File: config.mk
export PLATFORM = sky130hd
export DESIGN_NAME = adjsr_regs
export DESIGN_NICKNAME = d
export VERILOG_FILES = /design/src/rtl/adjsr_pkg.sv /design/src/rtl/adjsr_ahb_slave.sv /design/src/rtl/adjsr_event_block.sv /design/src/rtl/adjsr_regs.sv
export VERILOG_INCLUDE_DIRS = /design/src /design/src/rtl
export SDC_FILE = /design/constraint.sdc
export NUM_CORES = 1
export LEC_CHECK = 0
export ABC_CLOCK_PERIOD_IN_PS = 5600
export BUFFER_PORTS_ARGS = -buffer_cell sky130_fd_sc_hd__buf_2
export CELL_PAD_IN_SITES_DETAIL_PLACEMENT = 1
export CELL_PAD_IN_SITES_GLOBAL_PLACEMENT = 1
export CORE_MARGIN = 1
export CORE_UTILIZATION = 40
export CTS_BUF_LIST = sky130_fd_sc_hd__clkbuf_4 sky130_fd_sc_hd__clkbuf_8
export DETAILED_ROUTE_END_ITERATION = 16
export MAX_ROUTING_LAYER = met4
export PLACE_DENSITY = 0.89
export SYNTH_ARGS = -nofsm -noshare
export SYNTH_HDL_FRONTEND = slang
export SYNTH_HIERARCHICAL = 1
export SYNTH_SLANG_ARGS = --single-unit
File: constraint.sdc
create_clock -name core_clk_i -period 5.6 [get_ports core_clk_i]
set_clock_uncertainty 0.05 [all_clocks]
set_input_delay 0.84 -clock core_clk_i [delete_from_list [all_inputs] [get_ports core_clk_i]]
set_output_delay 0.84 -clock core_clk_i [all_outputs]
set_load 0.03 [all_outputs]
File: src/rtl/adjsr_defs.svh
// Purpose: offsets, field positions, reset values and timing counts
// Assumes: 32-bit AHB-Lite data, one register per aligned word
// Notes: printed offsets are not all multiples of four, so byte address = 4 * index
`ifndef ADJSR_DEFS_SVH
`define ADJSR_DEFS_SVH

// register indices
`define ADJSR_IDX_JACK_STATUS 8'h1C
`define ADJSR_IDX_ACT_CFG 8'h1E
`define ADJSR_IDX_TONE_CFG 8'h1F
`define ADJSR_IDX_CLK_CFG 8'h20
`define ADJSR_IDX_IRQ_STATUS 8'h30
`define ADJSR_IDX_IRQ_MASK 8'h31
`define ADJSR_IDX_POWER_CTRL 8'h32

// reset values
`define ADJSR_RST_JACK_STATUS 8'h00
`define ADJSR_RST_ACT_CFG 8'h20
`define ADJSR_RST_TONE_CFG 8'h80
`define ADJSR_RST_CLK_CFG 8'h00
`define ADJSR_RST_IRQ 8'h00

// writable bits of each register
`define ADJSR_WMASK_ACT_CFG 8'hFB
`define ADJSR_WMASK_TONE_CFG 8'hE0
`define ADJSR_WMASK_CLK_CFG 8'hFC

// field positions
`define ADJSR_JACK_STATE_LSB 6
`define ADJSR_HEADSET_KIND_LSB 4
`define ADJSR_POLICY_LSB 6
`define ADJSR_WATCH_CH_LSB 4
`define ADJSR_IRQ_SERIAL_DATA_OUT_PIN_BIT 3
`define ADJSR_REC_DETECT_BIT 1
`define ADJSR_TONE_CH_LSB 6
`define ADJSR_CLK_SRC_LSB 6
`define ADJSR_EXT_RATE_LSB 4
`define ADJSR_PHASE1_BIT 2

// interrupt status bits
`define ADJSR_EV_ACTIVITY 0
`define ADJSR_EV_JACK_CHANGE 1
`define ADJSR_EV_BAD_POLICY 2
`define ADJSR_NUM_EVENTS 3

// external clock rates in kHz
`define ADJSR_EXT_KHZ_0 32'd24576
`define ADJSR_EXT_KHZ_1 32'd6144
`define ADJSR_EXT_KHZ_2 32'd12288
`define ADJSR_EXT_KHZ_3 32'd18432

// timing: settle time of jack report before it is published
`define ADJSR_CLK_MHZ 40
`define ADJSR_JACK_SETTLE_NS 100
`define ADJSR_JACK_SETTLE_CYC ((`ADJSR_JACK_SETTLE_NS * `ADJSR_CLK_MHZ + 999) / 1000)

`endif

File: src/rtl/adjsr_pkg.sv
// Purpose: shared types for the activity detect, jack status and clock configuration registers
// Assumes: nothing
// Notes: none
package adjsr_pkg;
    typedef enum logic [1:0] {
        ADJSR_JACK_NONE = 2'h0,
        ADJSR_JACK_NO_MIC = 2'h1,
        ADJSR_JACK_RSVD = 2'h2,
        ADJSR_JACK_WITH_MIC = 2'h3
    } adjsr_jack_t;

    typedef enum logic [1:0] {
        ADJSR_POL_SOFTWARE = 2'h0,
        ADJSR_POL_IRQ_UP_DOWN = 2'h1,
        ADJSR_POL_IRQ_UP_SW_DOWN = 2'h2,
        ADJSR_POL_FORBIDDEN = 2'h3
    } adjsr_policy_t;

    typedef enum logic [1:0] {
        ADJSR_CLK_INTERNAL = 2'h0,
        ADJSR_CLK_BIT_CLOCK = 2'h1,
        ADJSR_CLK_CONTROL_CLOCK = 2'h2,
        ADJSR_CLK_CUSTOM = 2'h3
    } adjsr_clk_src_t;

    typedef enum {
        ADJSR_ADC_OFF,
        ADJSR_ADC_ON
    } adjsr_adc_state_t;
endpackage

File: src/rtl/adjsr_ahb_slave.sv
// Purpose: AHB-Lite slave front end, zero wait states
// Assumes: single word transfers, OKAY response always
// Notes: write data applied in the data phase; read data registered at the address phase
`timescale 1ns/1ps
module adjsr_ahb_slave (
    // clock and reset
    input wire logic core_clk_i,
    input wire logic reset_i,
    // ahb-lite
    input wire logic hsel_i,
    input wire logic [31:0] haddr_i,
    input wire logic [1:0] htrans_i,
    input wire logic hwrite_i,
    input wire logic [2:0] hsize_i,
    input wire logic hready_i,
    input wire logic [31:0] hwdata_i,
    output logic hreadyout_o,
    output logic hresp_o,
    // register side
    output logic wr_en_o,
    output logic [7:0] wr_idx_o,
    output logic [7:0] wr_data_o,
    output logic rd_en_o,
    output logic [7:0] rd_idx_o
);
    logic ph_write;
    logic ph_read;
    logic [7:0] ph_idx;
    wire take = hsel_i && hready_i && htrans_i[1];

    always_ff @(posedge core_clk_i) begin
        if (reset_i) begin
            ph_write <= 1'b0;
            ph_read <= 1'b0;
            ph_idx <= 8'h00;
        end else if (hready_i) begin
            ph_write <= take && hwrite_i;
            ph_read <= take && !hwrite_i;
            ph_idx <= haddr_i[9:2];
        end
    end

    assign hreadyout_o = 1'b1;
    assign hresp_o = 1'b0;
    assign wr_en_o = ph_write;
    assign wr_idx_o = ph_idx;
    assign wr_data_o = hwdata_i[7:0];
    // read data is captured at the address phase so it stands in the data phase
    assign rd_en_o = take && !hwrite_i;
    assign rd_idx_o = haddr_i[9:2];
    logic unused_ok;
    assign unused_ok = ph_read | (|hsize_i) | (|haddr_i[1:0]) | (|haddr_i[31:10]);
endmodule

File: src/rtl/adjsr_event_block.sv
// Purpose: sticky interrupt status with mask and one level output
// Assumes: write-one-to-clear
// Notes: a set in the cycle of a clear wins
`timescale 1ns/1ps
module adjsr_event_block #(
    parameter int N = 3
) (
    // clock and reset
    input wire logic core_clk_i,
    input wire logic reset_i,
    // events and software access
    input wire logic [N-1:0] event_i,
    input wire logic clear_en_i,
    input wire logic [N-1:0] clear_bits_i,
    input wire logic mask_en_i,
    input wire logic [N-1:0] mask_bits_i,
    // state
    output logic [N-1:0] status_o,
    output logic [N-1:0] mask_o,
    output logic irq_o
);
    logic [N-1:0] status;
    logic [N-1:0] mask;

    genvar g;
    generate
        for (g = 0; g < N; g++) begin : g_bit
            always_ff @(posedge core_clk_i) begin
                if (reset_i) begin
                    status[g] <= 1'b0;
                end else if (event_i[g]) begin
                    status[g] <= 1'b1;
                end else if (clear_en_i && clear_bits_i[g]) begin
                    status[g] <= 1'b0;
                end
            end
        end
    endgenerate

    always_ff @(posedge core_clk_i) begin
        if (reset_i) begin
            mask <= '0;
        end else if (mask_en_i) begin
            mask <= mask_bits_i;
        end
    end

    assign status_o = status;
    assign mask_o = mask;
    assign irq_o = |(status & mask);
endmodule

File: src/rtl/adjsr_regs.sv
// Purpose: jack status and low-power activity detect / tone configuration registers
// Assumes: jack detector and activity detector are outside; their results arrive as inputs
// Notes: registers sit at byte address 4 * index on AHB-Lite
// Notes on behaviour
// - jack state reads 0 none, 1 no mic, 2 reserved, 3 with mic
// - headset kind reads 0 none, 1 mono right, 2 mono left, 3 stereo
// - adc power policy: software, irq up/down, irq up sw down; 3 unused
// - watched channel select n means channel n+1; reset selects third channel
// - routing bit set puts activity irq on serial out when not recording
// - detect-during-record bit keeps detection running while recording
// - tone output channel select n means channel n+1; reset selects third
// - clock source: internal, bit clock, control clock, custom configuration
// - external clock rate code: 24.576, 6.144, 12.288, 18.432 MHz
// - first phase detect enable turns on jack comparator detection phase
`timescale 1ns/1ps
`include "adjsr_defs.svh"
module adjsr_regs (
    // clock and reset
    input wire logic core_clk_i,
    input wire logic reset_i,
    // ahb-lite
    input wire logic hsel_i,
    input wire logic [31:0] haddr_i,
    input wire logic [1:0] htrans_i,
    input wire logic hwrite_i,
    input wire logic [2:0] hsize_i,
    input wire logic hready_i,
    input wire logic [31:0] hwdata_i,
    output logic [31:0] hrdata_o,
    output logic hreadyout_o,
    output logic hresp_o,
    // jack detector results
    input wire logic [1:0] jack_state_i,
    input wire logic [1:0] headset_kind_i,
    input wire logic jack_valid_i,
    // activity detector and recording path
    input wire logic activity_i,
    input wire logic recording_i,
    input wire logic adc_sw_power_up_i,
    input wire logic adc_sw_power_down_i,
    input wire logic serial_data_i,
    // configuration out
    output logic [1:0] watched_channel_select_o,
    output logic [1:0] tone_output_channel_select_o,
    output logic [1:0] low_power_clock_source_o,
    output logic [1:0] external_clock_rate_select_o,
    output logic [31:0] external_clock_khz_o,
    output logic first_phase_detect_enable_o,
    output logic detect_enable_o,
    output logic adc_power_o,
    // serial data out pin and interrupt
    output logic serial_data_out_pin_o,
    output logic irq_o
);
    logic wr_en;
    logic [7:0] wr_idx;
    logic [7:0] wr_data;
    logic rd_en;
    logic [7:0] rd_idx;
    logic [7:0] jack_status;
    logic [7:0] act_cfg;
    logic [7:0] tone_cfg;
    logic [7:0] clk_cfg;
    logic [7:0] next_rdata;
    logic [`ADJSR_NUM_EVENTS-1:0] ev_status;
    logic [`ADJSR_NUM_EVENTS-1:0] ev_mask;
    logic [`ADJSR_NUM_EVENTS-1:0] events;
    logic [7:0] settle_cnt;
    logic [3:0] pending_jack;
    logic activity_q;
    logic serial_out;
    adjsr_pkg::adjsr_adc_state_t adc_state;
    adjsr_pkg::adjsr_adc_state_t next_adc_state;

    function automatic logic hit(input logic en, input logic [7:0] idx, input logic [7:0] want);
        hit = en && (idx == want);
    endfunction

    function automatic logic [31:0] rate_khz(input logic [1:0] code);
        case (code)
            2'h0: rate_khz = `ADJSR_EXT_KHZ_0;
            2'h1: rate_khz = `ADJSR_EXT_KHZ_1;
            2'h2: rate_khz = `ADJSR_EXT_KHZ_2;
            default: rate_khz = `ADJSR_EXT_KHZ_3;
        endcase
    endfunction

    adjsr_ahb_slave u_bus (
        .core_clk_i(core_clk_i),
        .reset_i(reset_i),
        .hsel_i(hsel_i),
        .haddr_i(haddr_i),
        .htrans_i(htrans_i),
        .hwrite_i(hwrite_i),
        .hsize_i(hsize_i),
        .hready_i(hready_i),
        .hwdata_i(hwdata_i),
        .hreadyout_o(hreadyout_o),
        .hresp_o(hresp_o),
        .wr_en_o(wr_en),
        .wr_idx_o(wr_idx),
        .wr_data_o(wr_data),
        .rd_en_o(rd_en),
        .rd_idx_o(rd_idx)
    );

    // field views
    wire [1:0] policy = act_cfg[`ADJSR_POLICY_LSB +: 2];
    wire irq_route = act_cfg[`ADJSR_IRQ_SERIAL_DATA_OUT_PIN_BIT];
    wire rec_detect = act_cfg[`ADJSR_REC_DETECT_BIT];
    wire wr_act = hit(wr_en, wr_idx, `ADJSR_IDX_ACT_CFG);
    wire wr_tone = hit(wr_en, wr_idx, `ADJSR_IDX_TONE_CFG);
    wire wr_clk = hit(wr_en, wr_idx, `ADJSR_IDX_CLK_CFG);
    wire wr_irq_clr = hit(wr_en, wr_idx, `ADJSR_IDX_IRQ_STATUS);
    wire wr_irq_mask = hit(wr_en, wr_idx, `ADJSR_IDX_IRQ_MASK);
    wire [7:0] new_jack = (jack_state_i == adjsr_pkg::ADJSR_JACK_NONE) ? 8'h00 :
        {jack_state_i, headset_kind_i, 4'h0};

    // write merge: reserved bits keep their reset values
    wire [7:0] next_act_cfg = (wr_data & `ADJSR_WMASK_ACT_CFG) |
        (`ADJSR_RST_ACT_CFG & ~`ADJSR_WMASK_ACT_CFG);
    wire [7:0] next_tone_cfg = (wr_data & `ADJSR_WMASK_TONE_CFG) |
        (`ADJSR_RST_TONE_CFG & ~`ADJSR_WMASK_TONE_CFG);
    wire [7:0] next_clk_cfg = (wr_data & `ADJSR_WMASK_CLK_CFG) |
        (`ADJSR_RST_CLK_CFG & ~`ADJSR_WMASK_CLK_CFG);

    // activity detect configuration
    always_ff @(posedge core_clk_i) begin
        if (reset_i) begin
            act_cfg <= `ADJSR_RST_ACT_CFG;
        end else if (wr_act) begin
            act_cfg <= next_act_cfg;
        end
    end

    // tone generation configuration
    always_ff @(posedge core_clk_i) begin
        if (reset_i) begin
            tone_cfg <= `ADJSR_RST_TONE_CFG;
        end else if (wr_tone) begin
            tone_cfg <= next_tone_cfg;
        end
    end

    // low-power clock configuration
    always_ff @(posedge core_clk_i) begin
        if (reset_i) begin
            clk_cfg <= `ADJSR_RST_CLK_CFG;
        end else if (wr_clk) begin
            clk_cfg <= next_clk_cfg;
        end
    end

    // jack report: both fields captured in one write after a short settle
    always_ff @(posedge core_clk_i) begin
        if (reset_i) begin
            jack_status <= `ADJSR_RST_JACK_STATUS;
            pending_jack <= 4'h0;
            settle_cnt <= 8'h00;
        end else if (jack_valid_i && (new_jack[7:4] != pending_jack)) begin
            pending_jack <= new_jack[7:4];
            settle_cnt <= 8'(`ADJSR_JACK_SETTLE_CYC);
        end else if (settle_cnt > 8'h01) begin
            settle_cnt <= settle_cnt - 8'h01;
        end else if (settle_cnt == 8'h01) begin
            settle_cnt <= 8'h00;
            jack_status <= {pending_jack, 4'h0};
        end
    end

    // detection gating during recording
    assign detect_enable_o = !recording_i || rec_detect;
    always_ff @(posedge core_clk_i) begin
        if (reset_i) begin
            activity_q <= 1'b0;
        end else begin
            activity_q <= activity_i && detect_enable_o;
        end
    end

    // adc auto power sequencing
    always_comb begin
        next_adc_state = adc_state;
        case (policy)
            adjsr_pkg::ADJSR_POL_SOFTWARE: begin
                if (adc_sw_power_up_i) begin
                    next_adc_state = adjsr_pkg::ADJSR_ADC_ON;
                end else if (adc_sw_power_down_i) begin
                    next_adc_state = adjsr_pkg::ADJSR_ADC_OFF;
                end
            end
            adjsr_pkg::ADJSR_POL_IRQ_UP_DOWN: begin
                next_adc_state = activity_q ? adjsr_pkg::ADJSR_ADC_ON :
                    adjsr_pkg::ADJSR_ADC_OFF;
            end
            adjsr_pkg::ADJSR_POL_IRQ_UP_SW_DOWN: begin
                if (activity_q) begin
                    next_adc_state = adjsr_pkg::ADJSR_ADC_ON;
                end else if (adc_sw_power_down_i) begin
                    next_adc_state = adjsr_pkg::ADJSR_ADC_OFF;
                end
            end
            default: begin
                next_adc_state = adc_state;
            end
        endcase
    end

    always_ff @(posedge core_clk_i) begin
        if (reset_i) begin
            adc_state <= adjsr_pkg::ADJSR_ADC_OFF;
        end else begin
            adc_state <= next_adc_state;
        end
    end
    assign adc_power_o = (adc_state == adjsr_pkg::ADJSR_ADC_ON);

    // events: activity, jack change, forbidden policy value
    assign events[`ADJSR_EV_ACTIVITY] = activity_i && detect_enable_o && !activity_q;
    assign events[`ADJSR_EV_JACK_CHANGE] = (settle_cnt == 8'h01) &&
        ({pending_jack, 4'h0} != jack_status);
    assign events[`ADJSR_EV_BAD_POLICY] = (policy == adjsr_pkg::ADJSR_POL_FORBIDDEN);

    adjsr_event_block #(
        .N(`ADJSR_NUM_EVENTS)
    ) u_events (
        .core_clk_i(core_clk_i),
        .reset_i(reset_i),
        .event_i(events),
        .clear_en_i(wr_irq_clr),
        .clear_bits_i(wr_data[`ADJSR_NUM_EVENTS-1:0]),
        .mask_en_i(wr_irq_mask),
        .mask_bits_i(wr_data[`ADJSR_NUM_EVENTS-1:0]),
        .status_o(ev_status),
        .mask_o(ev_mask),
        .irq_o(irq_o)
    );

    // serial data out pin: activity interrupt status only when routed and not recording
    always_ff @(posedge core_clk_i) begin
        if (reset_i) begin
            serial_out <= 1'b0;
        end else if (irq_route && !recording_i) begin
            serial_out <= ev_status[`ADJSR_EV_ACTIVITY];
        end else begin
            serial_out <= serial_data_i;
        end
    end
    assign serial_data_out_pin_o = serial_out;

    // configuration outputs
    assign watched_channel_select_o = act_cfg[`ADJSR_WATCH_CH_LSB +: 2];
    assign tone_output_channel_select_o = tone_cfg[`ADJSR_TONE_CH_LSB +: 2];
    assign low_power_clock_source_o = clk_cfg[`ADJSR_CLK_SRC_LSB +: 2];
    assign external_clock_rate_select_o = clk_cfg[`ADJSR_EXT_RATE_LSB +: 2];
    assign first_phase_detect_enable_o = clk_cfg[`ADJSR_PHASE1_BIT];
    assign external_clock_khz_o = rate_khz(external_clock_rate_select_o);

    // read selects
    wire rd_jack = hit(1'b1, rd_idx, `ADJSR_IDX_JACK_STATUS);
    wire rd_act = hit(1'b1, rd_idx, `ADJSR_IDX_ACT_CFG);
    wire rd_tone = hit(1'b1, rd_idx, `ADJSR_IDX_TONE_CFG);
    wire rd_clk = hit(1'b1, rd_idx, `ADJSR_IDX_CLK_CFG);
    wire rd_sts = hit(1'b1, rd_idx, `ADJSR_IDX_IRQ_STATUS);
    wire rd_msk = hit(1'b1, rd_idx, `ADJSR_IDX_IRQ_MASK);
    wire rd_pwr = hit(1'b1, rd_idx, `ADJSR_IDX_POWER_CTRL);

    // read mux, unmapped reads return zero
    assign next_rdata =
        rd_jack ? jack_status :
        rd_act ? act_cfg :
        rd_tone ? tone_cfg :
        rd_clk ? clk_cfg :
        rd_sts ? {5'h00, ev_status} :
        rd_msk ? {5'h00, ev_mask} :
        rd_pwr ? {7'h00, adc_power_o} :
        8'h00;

    always_ff @(posedge core_clk_i) begin
        if (reset_i) begin
            hrdata_o <= 32'h0000_0000;
        end else if (rd_en) begin
            hrdata_o <= {24'h000000, next_rdata};
        end
    end
endmodule

### After elaboration in Yosys (flattened, before gate mapping)

Cells that the tools add are included.
W data, S select, Z words.

* reduce and logical (&&, ||, !) cells: 33
* shift-type cells: 0
* equality and inequality tests: 21
* order comparisons: 1
* div/mod/pow operators: 0
* bitwise operators: 3
* multiplexer cells: 24
* multipliers: 0
* add/sub/neg operators: 1

Operator list (number)
* $mux W32: 3
* $pmux W32 S3: 1
* $eq A8 B6 Y1 const B: 7
* $mux W8: 7
* $pmux W15 S3: 1
* $eq A8 B5 Y1 const B: 5
* $eq A32 B2 Y1 const B: 1
* $logic_and A1 B1 Y1: 17
* $mux W1: 9
* $mux W3: 3
* $eq A8 B1 Y1 const B: 1
* $gt A8 B1 Y1 const B: 1
* $ne A4 B4 Y1: 2
* $reduce_bool A2 Y1: 4
* $sub A8 B1 Y8 const B: 1
* $eq A2 B2 Y1 const B: 3
* $logic_not A2 Y1: 3
* $reduce_bool A3 Y1: 2
* $eq A2 B1 Y1 const B: 2
* $and A3 B3 Y3: 1
* $logic_not A1 Y1: 3
* $reduce_and A3 Y1: 1
* $reduce_or A3 Y1: 1
* $not A1 Y1: 2
* other kinds (2): 2

* logic and storage cells: 100
* RAM bits: 0
* output and inout port bits: 79
* memory bits (read-only): 0
* register bits: 89
* bits in latches: 0
* memories kept: 0
* input bits: 84

### Longest topological paths before layout

Gate-level depths: netlist of run 1.

* word-level depth: 8
* mapped depth: 8
* depth with buffers taken out: 7

### By module

The synthesis of run 1 kept the hierarchy.

Modules (own cells, without submodules)
* adjsr_regs: cells each 409, area each 3702.3 um^2, seq. area each 1481.4 um^2, times used 1
* adjsr_ahb_slave: cells each 51, area each 475.5 um^2, seq. area each 180.2 um^2, times used 1
* adjsr_event_block: cells each 23, area each 224.0 um^2, seq. area each 120.1 um^2, times used 1

### Least setup slack after synthesis of run 1

No wires, ideal clock.

* kind: input port to flip-flop
* start: input haddr_i[3]
* end: register hrdata_o[7]
* buffers on the path: 2
* library setup time: 0.091 ns
* arrival: 2.197 ns
* slack: 3.262 ns
* cell stages on the path: 7
* required time: 5.459 ns
* path through: buf_4 > buf_2 > or4_1 > nor3_2 > a22o_1 > nand2_1 > a311oi_1

* word-level cells in the longest chain between the ends: 5
* elaborated cells on any way between the ends: 8
* classes of those cells: eq/ne (4); mux (4)

RTL lines
* from (decl): line adjsr_regs.sv:23 `input wire logic [31:0] haddr_i,`
* $eq A8 B6 Y1: line adjsr_regs.sv:76 `hit = en && (idx == want);`
* $mux W8: line adjsr_regs.sv:273 `rd_clk ? clk_cfg :`
* $mux W8: line adjsr_regs.sv:272 `rd_tone ? tone_cfg :`
* $mux W8: line adjsr_regs.sv:271 `rd_act ? act_cfg :`
* $mux W8 *: line adjsr_regs.sv:270 `rd_jack ? jack_status :`
* to (signal assigned): line adjsr_regs.sv:283 `hrdata_o <= {24'h000000, next_rdata};`
* to (decl): line adjsr_regs.sv:29 `output logic [31:0] hrdata_o,`

Every way passes the cells marked *; elsewhere a longest branch is shown, timed or not.
A chain may end at the register's enable or synchronous reset.

### Worst setup path in the final report of run 1

* start: register adc_state[31]
* end: output adc_power_o

* word-level cells in the longest chain between the ends: 1

RTL lines
* from (decl): line adjsr_regs.sv:72 `adjsr_pkg::adjsr_adc_state_t adc_state;`
* from (signal assigned): line adjsr_regs.sv:211 `adc_state <= adjsr_pkg::ADJSR_ADC_OFF;`
* from (signal assigned): line adjsr_regs.sv:213 `adc_state <= next_adc_state;`
* $eq A32 B2 Y1: line adjsr_regs.sv:216 `assign adc_power_o = (adc_state == adjsr_pkg::ADJSR_ADC_ON);`
* to (decl): line adjsr_regs.sv:50 `output logic adc_power_o,`

No other way between the ends.

==> impl_metrics.json, run 1 <==
{
  "status": "complete, no violations",
  "synth.area.top_cells": "dfxtp_1, buf_4, mux2i_1",
  "n_fill_cell": 1255,
  "relSlewSlack_pct": 35.9,
  "numCtsBuffers": 9,
  "synth_ff_type": "dfxtp_1",
  "critPathBufInv": 1,
  "tightest_slew_ps": 961,
  "crit_arrival_ps": 1540,
  "cap_violations": 0,
  "synthArstFlopShare_pct": 0,
  "synth-seq-cells": 89,
  "rsz0062_at_grt": "no",
  "vdd_drop_max_mv": 0.143,
  "critical-path-top-delay-family": "simple AND/OR/NAND/NOR gates",
  "dieWidth_um": 107,
  "dr.pass1.iters": 4,
  "num_rows": 37,
  "wl_per_cell_um": 16.0,
  "nNetsFinal": 601,
  "hpwl_um": 7370,
  "syn_inst": 483,
  "final_antenna_net_count": 0,
  "ys_types": 57,
  "final_common_cell": "dfxtp_1",
  "yosysSeqAreaShare_pct": 40.5,
  "finalSetupTns_ps": 0,
  "setup_slack_ps": 3170,
  "syn_to_final_growth_pct": 4.83,
  "post-route-drc-count": 0,
  "io_buffers": 56,
  "slew_viol_final": 0,
  "hold_class": "flop to flop",
  "hold_buffers": 0,
  "dieArea_um2": 11400,
  "synth-edff-count": 0,
  "cpMaxStageDelayCell": "nor4b_1",
  "layout_common_cells": "dfxtp_1, nor2_1, buf_2, conb_1, and2_1",
  "crit_chain": "nor4b_1, nand4_1, nor2_1, buf_2",
  "post_cts_buffers": 0,
  "antenna_found_initial": 0,
  "start_kind": "flop",
  "drive_above_1_share_pct": 16.6,
  "grt-ovfl-total": 0,
  "synth_top_area_share_pct": 40.5,
  "dr.first_iter.drc_count": 104,
  "ios": 163,
  "powerDensity_nw_per_um2": 300,
  "avgSynthCellArea_um2": 9.11,
  "clk_pin_slew_ps": 90,
  "period_share_pct": 43.4,
  "worstSetupPathType": "flop to output port",
  "end_kind": "output port",
  "holdWs_ps": 418,
  "cp.required_ps": 4710,
  "synth_area_um2": 4400,
  "root_buffer": "clkbuf_8",
  "diodes": 0,
  "grt_pass1_wl_um": 16700,
  "period_needed_ps": 2430,
  "critPathMaxFanout": 2,
  "fmax_mhz": 412,
  "yosys.area.top_type": "dfxtp_1",
  "cts_max_path_buffers": 2,
  "dp_cells": 632,
  "die_h_um": 107,
  "cts_sinks": 89,
  "grtUsageTotal_pct": 19.3,
  "cts_tree": "done",
  "vias": 3277,
  "h-tree-depth": 3,
  "grt_pass1_vias": 3442,
  "wl_um": 10400,
  "routed_via_density": 5.06,
  "clkLatencyLatePin_ps": 360,
  "placeableCoreArea_um2": 10500,
  "ctsResizeCount": 0,
  "gp_congestion": 0.812,
  "place_ws_ps": 2770,
  "start_util_pct": 41.9,
  "layoutNonFillerInstCount": 648,
  "max_stage_delay_ps": 340,
  "grt_start_max_net_pins": 52,
  "p_leak_nw": 1.95,
  "finalSetupViolations": 0,
  "yosysWarnings": 6,
  "hold_viol": 0
}
[kinds of logic after synthesis]
family	Yosys count	synth area share (%)
flip-flops	89	40.5
multiplexers	32	7.31
adder cells (fa/ha/maj)	10	2.84
XOR/XNOR	10	1.99
other	3	0.256
AO/OA/AOI/OAI	53	8.36
AND/OR/NAND/NOR	175	22.4
buffers and inverters	111	16.4
[per-layer routing]
layer	track usage, %	part of all wire (%)	vias to the layer above
li1	-	-	1546
met1	20.6	40	1560
met3	4.32	6.2	32
met4	8.22	2.6	0
met5	-	0	-
met2	34.2	51	139
[worst paths after layout]
kind	slack, ps	cells past startpoint	to	from
worst max-delay path	3170	4	adc_power_o	adc_state[31]
worst min-delay path	420	2	hrdata_o[2]	hrdata_o[2]
worst max register to register	3440	6	u_events/status_o[1]	settle_cnt[3]
worst min register to register	420	2	hrdata_o[2]	hrdata_o[2]
[flip-flops by register name (all words and copies together), names as in the netlist]
signal	cells
tone_cfg	3
u_bus/wr_idx_o	8
settle_cnt	8
activity_q	1
clk_cfg	6
serial_data_out_pin_o	1
adc_state	32
jack_status	4
u_events/mask_o	3
pending_jack	4
u_bus/wr_en_o	1
hrdata_o	8
u_events/status_o	3
act_cfg	7
[worst register-to-register path, stage by stage (launching register included)]
cell and delay, ps:
dfxtp_1 350, nor4_2 430, and2_1 240, nand2_1 210, a41oi_1 380, inv_1 110, a311oi_1 290
[cells in the mapped netlist (all sizes together) (2+ instances only)]
cell	count
dfxtp	89
buf	83
nor2	62
and2	32
mux2i	31
inv	17
nand2	17
nor4	12
o21ai	12
clkbuf	11
a21oi	10
ha	10
nand2b	7
xnor2	7
a311oi	5
nand3	5
nor3	5
a211oi	4
a22oi	4
nand4	4
nor2b	4
nor3b	4
or3	4
a211o	3
and4b	3
conb	3
or3b	3
xor2	3
a22o	2
a31oi	2
a41oi	2
and3	2
nand3b	2
nand4b	2
o211ai	2
[report_power, final]
part | leakage (nW) | internal, W | switching, W | total [W]
clock | 0.110 | 0.000256 | 0.000246 | 0.000502
combinational | 1.12 | 0.0000635 | 0.000146 | 0.000209
sequential | 0.721 | 0.000651 | 0.0000205 | 0.000671
[final cells by class]
cell class | instances | area, µm² | area share [%]
Clock inverter | 7 | 103 | 2.22
Timing Repair Buffer | 56 | 280 | 6.07
Inverter | 17 | 63.8 | 1.38
Multi-Input combinational cell | 334 | 2090 | 45.3
Tap cell | 136 | 170 | 3.69
Sequential cell | 89 | 1780 | 38.6
Clock buffer | 9 | 124 | 2.68
[metrics by stage]
step	power, W	utilization (%)	cell area [µm²]
3_3_place_gp	0.000879	41.7	4390
2_1_floorplan	0.000883	-	4590
3_5_place_dp	0.000892	41.7	4390
5_1_grt	0.00144	43.9	4610
6_report	0.00138	43.9	4610
4_1_cts	0.00139	43.9	4610
Note: power is estimated with default switching activity, not from simulation.
==> run 2: changes to the inputs <==
Settings changed: ABC_AREA from default to 1, ABC_CLOCK_PERIOD_IN_PS 5600 to 2400, CORE_UTILIZATION 40 to 36, PLACE_DENSITY 0.89 to 0.84.
Clock period 5.6 ns to 2.4 ns, I/O delays scaled along.
==> run 2 against run 1 <==
Net effect:
- combinational power increased to 4.7 times the previous value
- register-to-register slack got worse by 2800 ps
- critical endpoint is now external_clock_khz_o[11]
- synthesized area rose by 4.5%
- synthesized cell count grew 31%
- routed wire length is 6.4% higher
- utilization shrank 3.7 points
- highest routed layer unchanged
- sequential power up 140%
==> impl_metrics.json, run 2 <==
{
  "fmax_mhz": 514,
  "ctsResizeCount": 0,
  "ys_top_cells_by_count": "nand2_1, dfxtp_1, buf_4",
  "regArea_um2": 1780,
  "powerDensity_nw_per_um2": 780,
  "dieWidth_um": 115,
  "final_common_cell": "nand2_1",
  "h-tree-depth": 3,
  "final_antenna_net_count": 0,
  "hold_depth": 3,
  "critical-path-top-delay-family": "flip-flops",
  "finalSetupTns_ps": 0,
  "yosysMostFrequentCell": "nand2_1",
  "nNetsFinal": 760,
  "numCtsBuffers": 9,
  "r2r_slack_ps": 640,
  "clkLatencyLatePin_ps": 360,
  "yosys.area.top_type": "dfxtp_1",
  "status": "complete, no violations",
  "critPathBufInv": 2,
  "grtUsageTotal_pct": 18.5,
  "grt_start_max_net_pins": 58,
  "synth_compound_area_share_pct": 7.70,
  "vias": 3883,
  "ios": 163,
  "relSlewSlack_pct": 57.3,
  "cts_sinks": 89,
  "hold_buffers": 0,
  "max_flop_register": "adc_state",
  "wl_um": 11000,
  "clk_pin_slew_ps": 90,
  "reg2reg_depth": 7,
  "layoutNonFillerInstCount": 839,
  "wl_per_cell_um": 13.2,
  "n_fill_cell": 1605,
  "p_leak_nw": 2.14,
  "layout_common_cells": "nand2_1, dfxtp_1, nor2_1, inv_1, buf_2",
  "antenna_found_initial": 0,
  "max_stage_delay_ps": 450,
  "multiInputGateArea_um2": 2100,
  "synth_top_family_by_area": "simple AND/OR/NAND/NOR gates",
  "num_rows": 40,
  "grt-ovfl-total": 0,
  "hpwl_um": 8670,
  "critPathMaxFanout": 6,
  "hold_class": "input port to flop",
  "yosysWarnings": 6,
  "period_share_pct": 81.1,
  "ys_types": 34,
  "yosysSeqAreaShare_pct": 38.7,
  "finalSetupViolations": 0,
  "grt_pass1_vias": 3913,
  "yosys.area_share.simple_pct": 29.2,
  "root_buffer": "clkbuf_8",
  "worstSetupPathType": "flop to output port",
  "synth_xor_area_share_pct": 1.52,
  "start_kind": "flop",
  "worstHoldStart": "serial_data_i",
  "drive_above_1_share_pct": 14.0,
  "period_needed_ps": 1950,
  "post_cts_buffers": 0,
  "dp_cells": 823,
  "tightest_slew_ps": 639,
  "io_buffers": 56,
  "synth-adder-area-share_pct": 2.72,
  "synthMuxAreaShare_pct": 0,
  "grt_pass1_wl_um": 18400,
  "holdWs_ps": 198,
  "start_util_pct": 37.7,
  "slew_viol_final": 0,
  "crit_arrival_ps": 1540,
  "dr.pass1.iters": 4,
  "dieArea_um2": 13200,
  "avgSynthCellArea_um2": 7.24,
  "die_h_um": 115,
  "largest_reg_flops": 32,
  "synthArstFlopShare_pct": 0,
  "synth-seq-cells": 89,
  "cts_max_path_buffers": 2,
  "gp_congestion": 0.857,
  "vdd_drop_max_mv": 0.321,
  "synth_area_um2": 4600,
  "synth.area.top_cells": "dfxtp_1, buf_4, nand2_1",
  "rsz0062_at_grt": "no",
  "rr_startpoint": "act_cfg[6]",
  "post-route-drc-count": 0,
  "synth_ff_type": "dfxtp_1",
  "hold_viol": 0,
  "syn_inst": 635,
  "syn_to_final_growth_pct": 6.72,
  "diodes": 0,
  "cap_violations": 0,
  "synth_top_area_share_pct": 38.7,
  "end_kind": "output port",
  "cp.required_ps": 1990,
  "min_to": "serial_data_out_pin_o",
  "placeableCoreArea_um2": 12200,
  "cpMaxStageDelayCell": "dfxtp_1",
  "routed_via_density": 4.63,
  "r2r_end": "adc_state[26]",
  "dr.first_iter.drc_count": 111,
  "crit_chain": "inv_1, ha_1, or2_2, buf_2",
  "synth-edff-count": 0,
  "cts_tree": "done"
}
run 2: cell types whose count changed after synthesis, sizes merged, moves of 5 or more:
cell	delta
a21oi	+28
a311oi	-5
and2	-32
inv	+54
mux2i	-31
nand2	+105
nand2b	-7
nand3	+25
nor2	+17
nor3	+39
o21ai	+10
run 2: power breakdown:
part | total [W] | switching (W) | internal, W
registers | 0.00164 | 0.0000780 | 0.00156
clock network | 0.00120 | 0.000548 | 0.000649
logic | 0.000990 | 0.000684 | 0.000306
run 2: per-stage QoR:
stage	setup WS (ps)	utilization (%)	area [µm²]	power, W
2_1_floorplan	785	-	4790	0.00252
3_3_place_gp	640	38.3	4670	0.00258
3_5_place_dp	581	38.3	4670	0.00265
4_1_cts	416	40.2	4910	0.00387
5_1_grt	351	40.2	4910	0.00403
6_report	455	40.2	4910	0.00383
run 2: cell type report:
class / count / share of cell area, %
clock buffers: 11 / 3.08
clock inverters: 5 / 1.73
inverters: 72 / 5.51
multi-input cells: 434 / 42.8
flip-flops and latches: 89 / 36.3
well taps: 168 / 4.28
repair buffers: 60 / 6.32
run 2: layer usage:
metal,share of wire [%],wire length [µm],global-route usage (%),vias to the layer above
li1,-,-,-,1946
met1,44,4860,21.1,1834
met5,0,0,-,-
met4,0.81,89,3.98,0
met2,51,5630,32.8,93
met3,4.0,446,4.32,10
run 2: cells by family after synthesis:
logic type,after synthesis
adder cells (fa/ha/maj),10
AND/OR/NAND/NOR,295
XOR/XNOR,8
buffers and inverters,163
AO/OA/AOI/OAI,67
other,3
flip-flops,89
run 2: worst max path at each step:
stage | start | to | slack, ps | depth (start not counted)
final | clk_cfg[5] | external_clock_khz_o[11] | 450 | 4
after global routing | adc_state[8] | adc_power_o | 350 | 6
after CTS | clk_cfg[5] | external_clock_khz_o[11] | 420 | 4
after detailed placement | haddr_i[9] | hrdata_o[0] | 580 | 8
after global placement | haddr_i[9] | hrdata_o[0] | 640 | 8
after floorplan | act_cfg[6] | adc_state[25] | 790 | 7
run 2: worst register-to-register path: stages (launching register included):
cell     delay (ps)
dfxtp_1         410
inv_1            90
ha_1            350
inv_1            80
o21ai_0         120
a21oi_2         140
buf_4           320
nor3_1           80
==> run 3: changes to the inputs <==
Settings changed: ABC_CLOCK_PERIOD_IN_PS 2400 to 1800.
Clock period 2.4 ns to 1.8 ns, I/O delays scaled along.
==> run 3 against run 2 <==
Net effect:
- via count is the same
- die area is the same
- critical path depth is the same
- non-clock buffer count grew 2
- total power grew 27%
- global-route usage shrank 0.19 points
- sequential share of layout area is essentially flat
- cell count grew 0.24%
- routed wire length grew 0.57%
- hold slack lost 120 ps
- critical path type unchanged
- largest cell class unchanged
- highest routed layer unchanged
==> impl_metrics.json, run 3 (synthesis gave the netlist of run 2 again) <==
{
  "status": "complete, no violations",
  "cap_violations": 0,
  "grt_pass1_vias": 3911,
  "start_kind": "flop",
  "cp.required_ps": 1480,
  "dr.pass1.iters": 4,
  "max_stage_delay_ps": 360,
  "period_share_pct": 99.8,
  "critPathBufInv": 1,
  "nNetsFinal": 762,
  "fmax_mhz": 557,
  "finalSetupViolations": 0,
  "utilization_pct": 40.4,
  "vdd_drop_max_mv": 0.584,
  "hold_depth": 3,
  "hold_buffers": 0,
  "fin_area_um2": 4940,
  "start_util_pct": 37.7,
  "clk_pin_slew_ps": 110,
  "dieArea_um2": 13200,
  "layout_common_cells": "nand2_1, dfxtp_1, nor2_1, inv_1, conb_1",
  "min_to": "act_cfg[5]",
  "numCtsBuffers": 9,
  "grt_pass1_wl_um": 18400,
  "io_buffers": 56,
  "cts_sinks": 89,
  "antenna_found_initial": 0,
  "worstHoldStart": "hwdata_i[5]",
  "dieWidth_um": 115,
  "p_leak_nw": 2.15,
  "r2r_end": "adc_state[9]",
  "post-route-drc-count": 0,
  "power_w": 0.00485,
  "hold_class": "input port to flop",
  "crit_chain": "nor4_4, nand4_1, nor2_1, buf_4",
  "drive_above_1_share_pct": 15.6,
  "root_buffer": "clkbuf_8",
  "gp_congestion": 0.841,
  "crit_arrival_ps": 1480,
  "dr.first_iter.drc_count": 127,
  "critPathMaxFanout": 3,
  "cts_max_path_buffers": 2,
  "clkLatencyLatePin_ps": 380,
  "placeableCoreArea_um2": 12200,
  "final_antenna_net_count": 0,
  "grt-ovfl-total": 0,
  "slew_viol_final": 0,
  "powerDensity_nw_per_um2": 982,
  "diodes": 0,
  "vias": 3883,
  "max_flop_register": "adc_state",
  "grt_start_max_net_pins": 37,
  "wl_per_cell_um": 13.2,
  "period_needed_ps": 1800,
  "ios": 163,
  "rr_startpoint": "act_cfg[6]",
  "h-tree-depth": 3,
  "critical-path-top-delay-family": "simple AND/OR/NAND/NOR gates",
  "hold_viol": 0,
  "wl_um": 11100,
  "reg2reg_depth": 7,
  "setup_slack_ps": 3.33,
  "r2r_slack_ps": 140,
  "largest_reg_flops": 32,
  "die_h_um": 115,
  "cts_tree": "done",
  "holdWs_ps": 78.8,
  "routed_via_density": 4.62,
  "syn_to_final_growth_pct": 7.32,
  "grtUsageTotal_pct": 18.3,
  "worstSetupPathType": "flop to output port",
  "num_rows": 40,
  "final_common_cell": "nand2_1",
  "end_kind": "output port",
  "cp.depth": 4,
  "dpl_cell_area_um2": 4690,
  "hpwl_um": 8780,
  "cpMaxStageDelayCell": "dfxtp_2",
  "rsz0062_at_grt": "yes",
  "place_ws_ps": 109
}
run 3: cell types whose count changed in the layout (fill, tap and decap cells not counted), sizes merged:
cell / previous run / this run
clkbuf: 11 / 10
clkinv: 2 / 1
clkinvlp: 1 / 2
bufinv: 2 / 0
buf: 60 / 61
inv: 72 / 76
run 3: timing repair:
| action | CTS | global route |
|---|---|---|
| setup buffers | 0 | 1 |
| endpoints found under the setup margin | 5 | 4 |
| pin swaps | 2 | 3 |
| hold endpoints to repair | 0 | 0 |
| resized for setup | 5 | 12 |
run 3: stage by stage:
stage / std cells / TNS, ps
5_1_grt: 841 / -132
4_1_cts: 840 / -60.1
3_3_place_gp: 824 / 0
3_5_place_dp: 824 / 0
2_1_floorplan: 686 / 0
6_report: 841 / 0
run 3: final cells by class:
type / count / area [µm²]
fill: 1593 / 7280
sequential: 89 / 1790
tap: 168 / 210
multi-input combinational: 434 / 2120
inverter: 72 / 270
clock buffer: 9 / 124
clock inverter: 7 / 66.3
timing repair buffer: 62 / 349
run 3: worst reg2reg max path: cells and delay by family, from the launching register on:
| family | cells | cell delay, ps |
|---|---|---|
| AOI/OAI and AO/OA | 2 | 280 |
| DFF | 1 | 420 |
| adders and majority gates | 1 | 350 |
| buffers and inverters | 3 | 360 |
| and+or+nand+nor | 1 | 70 |
run 3: worst max path at each step:
stage,startpoint,end
5_1_grt,adc_state[19],adc_power_o
3_3_place_gp,haddr_i[9],hrdata_o[5]
4_1_cts,adc_state[22],adc_power_o
2_1_floorplan,act_cfg[6],adc_state[25]
6_report,adc_state[19],adc_power_o
3_5_place_dp,haddr_i[9],hrdata_o[5]
run 3: where the power goes:
group | internal [W] | total [W] | switching (W)
Combinational | 0.000414 | 0.00131 | 0.000901
Sequential | 0.00208 | 0.00218 | 0.0000975
Clock | 0.000540 | 0.00136 | 0.000816
Total | 0.00303 | 0.00485 | 0.00181
run 3: per-layer routing:
metal	vias up	track usage [%]	wire (µm)
li1	1953	-	-
met3	12	3.32	487
met2	94	31.8	5540
met1	1824	21.5	4950
met4	0	5.37	121
met5	-	-	0
